`src/rtl/carkit_charger_pkg.sv`:
```
// constants for the carkit latch, compensation and charger-detection registers
package carkit_charger_pkg;
  // register addresses in the ulpi register space
  localparam logic [5:0] ADDR_EVENT_LATCH = 6'h21;
  localparam logic [5:0] ADDR_COMPENSATION = 6'h31;
  localparam logic [5:0] ADDR_CHARGER_DET = 6'h32;
  localparam logic [5:0] ADDR_VENDOR_LO = 6'h30;
  localparam logic [5:0] ADDR_VENDOR_HI = 6'h3F;
  // latch register fields
  localparam int LATCH_ID_OPEN = 0;
  localparam int LATCH_DATA_DETECT = 1;
  localparam int LATCH_CAR_DPLUS = 2;
  localparam int LATCH_RESISTOR = 3;
  // compensation register fields
  localparam int SQUELCH_LSB = 0;
  localparam int SQUELCH_MSB = 1;
  localparam int BOOST_LSB = 4;
  localparam int BOOST_MSB = 6;
  // charger-detection register fields
  localparam int CHG_VSRC = 0;
  localparam int CHG_ISINK = 1;
  localparam int CHG_CONTACT = 2;
  localparam int CHG_HOST = 3;
  localparam int CHG_STATUS = 4;
  // reset values and the idle line state that gates data detection
  localparam logic [1:0] SQUELCH_RESET = 2'h0;
  localparam logic [2:0] BOOST_RESET = 3'h0;
  localparam logic [3:0] CHG_CTRL_RESET = 4'h0;
  localparam logic [1:0] LINE_STATE_SE0 = 2'h0;
  localparam logic [7:0] READ_ZERO = 8'h00;
endpackage : carkit_charger_pkg

```
`src/rtl/ulpi_phy_carkit_charger_regs.sv`:
```
// carkit event latch, hs_signal_compensation and charger-detection registers
`timescale 1ns/1ps
`default_nettype none

module ulpi_phy_carkit_charger_regs
  import carkit_charger_pkg::*;
(
  // clock and reset
  input wire logic clk_in,
  input wire logic rst_in,
  // immediate register access from the ulpi command decoder
  input wire logic [5:0] reg_addr_in,
  input wire logic reg_wr_in,
  input wire logic reg_rd_in,
  input wire logic [7:0] reg_wdata_in,
  output logic [7:0] reg_rdata_out,
  output logic vendor_hit_out,
  // interrupt enables and converter status from neighbouring registers
  input wire logic id_open_rise_en_in,
  input wire logic id_open_fall_en_in,
  input wire logic data_detect_irq_en_in,
  input wire logic resistor_measure_irq_en_in,
  input wire logic resistor_measure_done_in,
  // analog front end sense
  input wire logic id_floating_in,
  input wire logic dp_voltage_in,
  input wire logic dm_voltage_in,
  input wire logic [1:0] line_state_in,
  // analog front end controls and the registered data-detect status
  output logic [1:0] squelch_threshold_sel_out,
  output logic [2:0] tx_amplitude_boost_out,
  output logic vsrc_dp_out,
  output logic vsrc_dm_out,
  output logic isink_dp_out,
  output logic isink_dm_out,
  output logic contact_dp_out,
  output logic contact_dm_out,
  output logic data_detect_status_out,
  // alt_int request towards the rxcmd builder
  output logic alt_int_out
);

  logic id_open_event;
  logic data_detect_event;
  logic resistor_measure_event;
  logic id_floating_q;
  logic done_q;
  logic status_q;
  logic data_voltage_source_en;
  logic data_current_sink_en;
  logic contact_current_source_en;
  logic charging_host_port_sel;
  logic next_status;
  logic set_id;
  logic set_data;
  logic set_res;
  logic latch_read;
  logic vendor_addr;
  logic [7:0] next_rdata;

  // vendor window decode; addresses arrive only from immediate commands
  assign vendor_addr = (reg_addr_in >= ADDR_VENDOR_LO) && (reg_addr_in <= ADDR_VENDOR_HI);
  assign vendor_hit_out = vendor_addr;
  assign latch_read = reg_rd_in && (reg_addr_in == ADDR_EVENT_LATCH);

  // comparator sees dm instead of dp in host mode, gated by sink enable and se0
  assign next_status = data_current_sink_en
    && (charging_host_port_sel ? dm_voltage_in : dp_voltage_in)
    && (line_state_in == LINE_STATE_SE0);

  // event detection on sampled previous values
  assign set_id = (id_floating_in && !id_floating_q && id_open_rise_en_in)
    || (!id_floating_in && id_floating_q && id_open_fall_en_in);
  assign set_data = (next_status != status_q) && data_detect_irq_en_in;
  assign set_res = resistor_measure_done_in && !done_q && resistor_measure_irq_en_in;

  // history of the sensed levels used for edge detection
  always_ff @(posedge clk_in or posedge rst_in)
  begin
    if (rst_in)
    begin
      id_floating_q <= 1'b0;
      done_q <= 1'b0;
      status_q <= 1'b0;
    end
    else
    begin
      id_floating_q <= id_floating_in;
      done_q <= resistor_measure_done_in;
      status_q <= next_status;
    end
  end

  // sticky latches; a set in the read cycle beats the read clear
  always_ff @(posedge clk_in or posedge rst_in)
  begin
    if (rst_in)
    begin
      id_open_event <= 1'b0;
      data_detect_event <= 1'b0;
      resistor_measure_event <= 1'b0;
    end
    else
    begin
      id_open_event <= set_id || (id_open_event && !latch_read);
      data_detect_event <= set_data || (data_detect_event && !latch_read);
      resistor_measure_event <= set_res || (resistor_measure_event && !latch_read);
    end
  end

  // compensation register; only the documented fields hold state
  always_ff @(posedge clk_in or posedge rst_in)
  begin
    if (rst_in)
    begin
      squelch_threshold_sel_out <= SQUELCH_RESET;
      tx_amplitude_boost_out <= BOOST_RESET;
    end
    else if (reg_wr_in && reg_addr_in == ADDR_COMPENSATION)
    begin
      squelch_threshold_sel_out <= reg_wdata_in[SQUELCH_MSB:SQUELCH_LSB];
      tx_amplitude_boost_out <= reg_wdata_in[BOOST_MSB:BOOST_LSB];
    end
  end

  // charger-detection controls; status and reserved bits are not writable
  always_ff @(posedge clk_in or posedge rst_in)
  begin
    if (rst_in)
    begin
      {charging_host_port_sel, contact_current_source_en, data_current_sink_en,
        data_voltage_source_en} <= CHG_CTRL_RESET;
    end
    else if (reg_wr_in && reg_addr_in == ADDR_CHARGER_DET)
    begin
      data_voltage_source_en <= reg_wdata_in[CHG_VSRC];
      data_current_sink_en <= reg_wdata_in[CHG_ISINK];
      contact_current_source_en <= reg_wdata_in[CHG_CONTACT];
      charging_host_port_sel <= reg_wdata_in[CHG_HOST];
    end
  end

  // analog steering; host mode moves every function to the other data line
  assign vsrc_dp_out = data_voltage_source_en && !charging_host_port_sel;
  assign vsrc_dm_out = data_voltage_source_en && charging_host_port_sel;
  assign isink_dp_out = data_current_sink_en && !charging_host_port_sel;
  assign isink_dm_out = data_current_sink_en && charging_host_port_sel;
  assign contact_dp_out = contact_current_source_en && !charging_host_port_sel;
  assign contact_dm_out = contact_current_source_en && charging_host_port_sel;
  assign data_detect_status_out = status_q;

  // a new latch set is raised to the link as alt_int for one cycle
  always_ff @(posedge clk_in or posedge rst_in)
  begin
    if (rst_in)
      alt_int_out <= 1'b0;
    else
      alt_int_out <= set_id || set_data || set_res;
  end

  // read mux; unmapped addresses and reserved bits return zero
  always_comb
  begin
    next_rdata = READ_ZERO;
    case (reg_addr_in)
      ADDR_EVENT_LATCH:
      begin
        next_rdata[LATCH_ID_OPEN] = id_open_event;
        next_rdata[LATCH_DATA_DETECT] = data_detect_event;
        next_rdata[LATCH_CAR_DPLUS] = 1'b0;
        next_rdata[LATCH_RESISTOR] = resistor_measure_event;
      end
      ADDR_COMPENSATION:
      begin
        next_rdata[SQUELCH_MSB:SQUELCH_LSB] = squelch_threshold_sel_out;
        next_rdata[BOOST_MSB:BOOST_LSB] = tx_amplitude_boost_out;
      end
      ADDR_CHARGER_DET:
      begin
        next_rdata[CHG_VSRC] = data_voltage_source_en;
        next_rdata[CHG_ISINK] = data_current_sink_en;
        next_rdata[CHG_CONTACT] = contact_current_source_en;
        next_rdata[CHG_HOST] = charging_host_port_sel;
        next_rdata[CHG_STATUS] = status_q;
      end
      default:
        next_rdata = READ_ZERO;
    endcase
  end

  // read data is captured on the read strobe and held until the next read
  always_ff @(posedge clk_in or posedge rst_in)
  begin
    if (rst_in)
      reg_rdata_out <= READ_ZERO;
    else if (reg_rd_in)
      reg_rdata_out <= next_rdata;
  end

  // assertions
  AST_ID_RISE: assert property (@(posedge clk_in) disable iff (rst_in)
    id_open_rise_en_in && id_floating_in && !$past(id_floating_in) |=> id_open_event)
    else $error("id open rise not latched");
  AST_DATA_EVT: assert property (@(posedge clk_in) disable iff (rst_in)
    $past(data_detect_irq_en_in) && $changed(status_q) |-> data_detect_event)
    else $error("data detect change not latched");
  AST_RES_EVT: assert property (@(posedge clk_in) disable iff (rst_in)
    resistor_measure_irq_en_in && $rose(resistor_measure_done_in) |=> resistor_measure_event)
    else $error("conversion done not latched");
  AST_LATCH_ZERO: assert property (@(posedge clk_in) disable iff (rst_in)
    reg_rd_in && reg_addr_in == ADDR_EVENT_LATCH |=> reg_rdata_out[7:4] == 4'h0
      && !reg_rdata_out[LATCH_CAR_DPLUS])
    else $error("reserved latch bits not zero");
  AST_READ_CLEAR: assert property (@(posedge clk_in) disable iff (rst_in)
    latch_read && !set_id |=> !id_open_event)
    else $error("latch not cleared by read");
  AST_SET_WINS: assert property (@(posedge clk_in) disable iff (rst_in)
    latch_read && set_id |=> id_open_event ##1 (id_open_event || $past(latch_read)))
    else $error("event lost to read clear");
  AST_SINK_OFF: assert property (@(posedge clk_in) disable iff (rst_in)
    !data_current_sink_en |=> !data_detect_status_out)
    else $error("comparator active without sink");
  AST_LINE_STATE: assert property (@(posedge clk_in) disable iff (rst_in)
    line_state_in != LINE_STATE_SE0 |=> !data_detect_status_out)
    else $error("detect with non-se0 line state");
  AST_HOST_SWAP: assert property (@(posedge clk_in) disable iff (rst_in)
    charging_host_port_sel |-> !vsrc_dp_out && !isink_dp_out && !contact_dp_out)
    else $error("dp driven in host mode");
  AST_BOOST_WR: assert property (@(posedge clk_in) disable iff (rst_in)
    reg_wr_in && reg_addr_in == ADDR_COMPENSATION |=>
      tx_amplitude_boost_out == $past(reg_wdata_in[BOOST_MSB:BOOST_LSB])
      && squelch_threshold_sel_out == $past(reg_wdata_in[SQUELCH_MSB:SQUELCH_LSB]))
    else $error("compensation write not applied");
  AST_ALT_INT: assert property (@(posedge clk_in) disable iff (rst_in)
    set_id || set_data || set_res |=> alt_int_out)
    else $error("alt_int not raised");
  AST_RSV_READ: assert property (@(posedge clk_in) disable iff (rst_in)
    reg_rd_in && reg_addr_in == ADDR_COMPENSATION |=> reg_rdata_out[3:2] == 2'h0
      && !reg_rdata_out[7])
    else $error("reserved compensation bits not zero");

endmodule : ulpi_phy_carkit_charger_regs

`default_nettype wire

```
`config.mk`:
```
export PLATFORM = sky130hd
export DESIGN_NAME = ulpi_phy_carkit_charger_regs
export DESIGN_NICKNAME = d
export VERILOG_FILES = /design/src/rtl/carkit_charger_pkg.sv /design/src/rtl/ulpi_phy_carkit_charger_regs.sv
export SDC_FILE = /design/constraint.sdc
export NUM_CORES = 1
export LEC_CHECK = 0
export BUFFER_PORTS_ARGS = -buffer_cell sky130_fd_sc_hd__buf_2
export CORE_MARGIN = 10
export CORE_UTILIZATION = 35
export CTS_CLUSTER_SIZE = 12
export DETAILED_ROUTE_END_ITERATION = 12
export HOLD_SLACK_MARGIN = 0.06
export RECOVER_POWER = 50
export SYNTH_ARGS = -nofsm -noshare
export SYNTH_HDL_FRONTEND = slang
export SYNTH_SLANG_ARGS = --single-unit
```
`constraint.sdc`:
```
create_clock -name clk_in -period 3.5 [get_ports clk_in]
set_input_delay 0.7 -clock clk_in [delete_from_list [all_inputs] [get_ports clk_in]]
set_output_delay 0.7 -clock clk_in [all_outputs]
set_load 0.01 [all_outputs]
```
==> metrics.txt <==
worst hold path stage count 1; global-route wire length before repair between 4 and 5 mm; Worst path max stage delay between 0.2 and 0.25 ns; Initial Util roughly 38%; Clock Skews approximately 0.0030 ns; die width 75.1 um; final WL approximately 2.8 mm; DRC viols 0; Nets 165; top cells by area, synth dfrtp_1 54%, mux2_2 8.5%, a221o_1 2.8%; Netlist cell types 29; setup slack at placement around 1.5 ns; hold path start resistor_measure_done_in; Starting DRT DRC Count 37; WL/cell 16.9 um; worst vdd ir 0.202 mV; Worst Path Max Fanout 5; R2R cell count 3; CP Capture Type output port; clock period minus worst slack 1.91 ns; Worst R2R Setup Slack roughly 2.1 ns; detailed-route vias per instance just over 5; Core Area 2830 um^2; DP Cell Count around 160; # hold bufs at CTS 0; Max Slew Vio Count 0; TritonCTS Buffers 3; number of core rows 19; # diodes 0; clk_lat worst skew just over 0.3 ns; sequential cell area fraction in the yosys report a little over half; area delta synth->final 26.2%; Cell Chain, Critical Path clkbuf_1, and2_1, buf_2; Worst EP arrival 1.21 ns; relative slew slack 42.5%; WL met3 ~300 um; Ports 50; GRT Residual Overflow 0; max-cap violations 0; TritonCTS clock tree built; met2 WL roughly 1.3 mm; RSZ-0062 raised after global routing no; die height around 75 um; routability cong. 0.761; worst path required time between 2 and 3 ns; number of port buffers between 40 and 50; Mapped Area between 1000 and 1500 um^2; synthesized flop and latch total 23; largest net degree at the start of global routing 24; fin util around 47%; status finished, final reports clean; FMAX ~520 MHz; Net Count, Synth 115; Final HPWL DP about 2.3 mm; die area between 5000 and 6000 um^2; CP Class input port to output port; synth cell count leaders 23 x dfrtp_1, 8 x mux2_2, 5 x inv_1, 5 x nand2_1, 4 x and2_1; Worst R2R End data_detect_event; dominant cell type by area after synthesis dfrtp_1; fin cells ~170; ys flop type dfrtp_1; post-synth top area share 54.2%; share of cells above drive strength 1 between 40% and 50%; Clock Pin Slew Worst Setup and Hold Paths 0.12 ns; syn avg cell area between 10 and 15 um^2; total track usage 10.4%; Worst Hold Endpoint done_q; # resized after CTS 0; met1 WL approximately 1.2 mm; Yosys Warn Count 0; Vias 842; H-tree levels 1; final-report setup violation count 0; clock root cell clkbuf_4; Antenna Violating Nets Remaining 0; Hold Vio Cnt, Final 0; Setup Buffers After CTS 0; number of global-route vias before repair around 940; Setup WS post-layout ~1.6 ns; CP startpoint reg_addr_in[4]; first-pass iteration count of the detailed router 4; CTS sink cnt 23; Post-synth ARST share 100%; power density cells 387 nW/um^2; measured slew at the worst slew-check pin between 0.8 and 0.9 ns; fin crit share 54.7%; most frequent cell after synthesis dfrtp_1; initial antenna violation count 0; crit start category input port; RR Startpoint charging_host_port_sel; min-delay worst type input port to register; P_leak between 0.7 and 0.8 nW; Post-synth EDFFs 0; Top Layer Used met4; total negative slack 0 ns; Cells after Synth 87; critical path's slowest cell clkbuf_1; CTS max path bufs 2
cell families after synthesis:
| family | Yosys count | synth area share [%] |
|---|---|---|
| other | 1 | 0.353 |
| AOI/OAI and AO/OA | 13 | 10.6 |
| and+or+nand+nor | 31 | 19.2 |
| DFF | 23 | 54.2 |
| muxes | 12 | 12.4 |
| buffers and inverters | 7 | 3.18 |
power by group:
part | total [W] | switching (W) | leakage (nW) | internal [W]
sequential | 0.000304 | 0.0000184 | 0.295 | 0.000286
combinational | 0.0000892 | 0.0000434 | 0.414 | 0.0000458
clock | 0.000125 | 0.0000800 | 0.0150 | 0.0000446
total | 0.000518 | 0.000142 | 0.724 | 0.000376
registers in the layout, summed over array words and instances, names as in the netlist:
name,cells
reg_rdata_out,7
tx_amplitude_boost_out,3
squelch_threshold_sel_out,2
alt_int_out,1
charging_host_port_sel,1
contact_current_source_en,1
data_current_sink_en,1
data_detect_event,1
data_detect_status_out,1
data_voltage_source_en,1
done_q,1
id_floating_q,1
id_open_event,1
resistor_measure_event,1
cell usage in the layout (no fill, tap or decap), drive strengths merged, types with 4 or more instances in the layout:
cell    netlist  final
buf           2     44
dfrtp        23     23
mux2          9      9
clkbuf        0      7
inv           5      5
nand2         5      5
and2          4      4
nor3          4      4
worst max path at each step:
stage / cells past startpoint / to
after floorplan: 4 / squelch_threshold_sel_out[0]
after global placement: 4 / tx_amplitude_boost_out[0]
after detailed placement: 4 / tx_amplitude_boost_out[0]
after CTS: 2 / vsrc_dp_out
after global routing: 2 / isink_dp_out
final: 3 / vendor_hit_out
area by class of cell:
| class | count | area, um^2 |
|---|---|---|
| clock buffer | 4 | 26.3 |
| fill | 282 | 1490 |
| inverter | 5 | 18.8 |
| multi-input combinational | 57 | 448 |
| sequential | 23 | 576 |
| tap | 31 | 38.8 |
| timing repair buffer | 47 | 231 |
metrics by stage:
step                total power, W  hold slack, ns  area [um^2]
finish                    0.000518           0.498         1340
global route              0.000554           0.473         1340
CTS                       0.000525           0.494         1350
detailed placement        0.000402           0.471         1320
global placement          0.000398           0.471         1320
floorplan                 0.000355           0.479         1060
routing by layer:
metal	GRT usage (%)	up-vias
met2	17.0	34
met5	0	-
met1	12.0	395
met4	2.10	0
li1	-	411
met3	5.39	2
critical path: cells and delay by family:
family / cells / cell delay, ns
buffers and inverters: 2 / 0.35
and+or+nand+nor: 1 / 0.16
No activity file was read; power rests on OpenSTA's default activity.
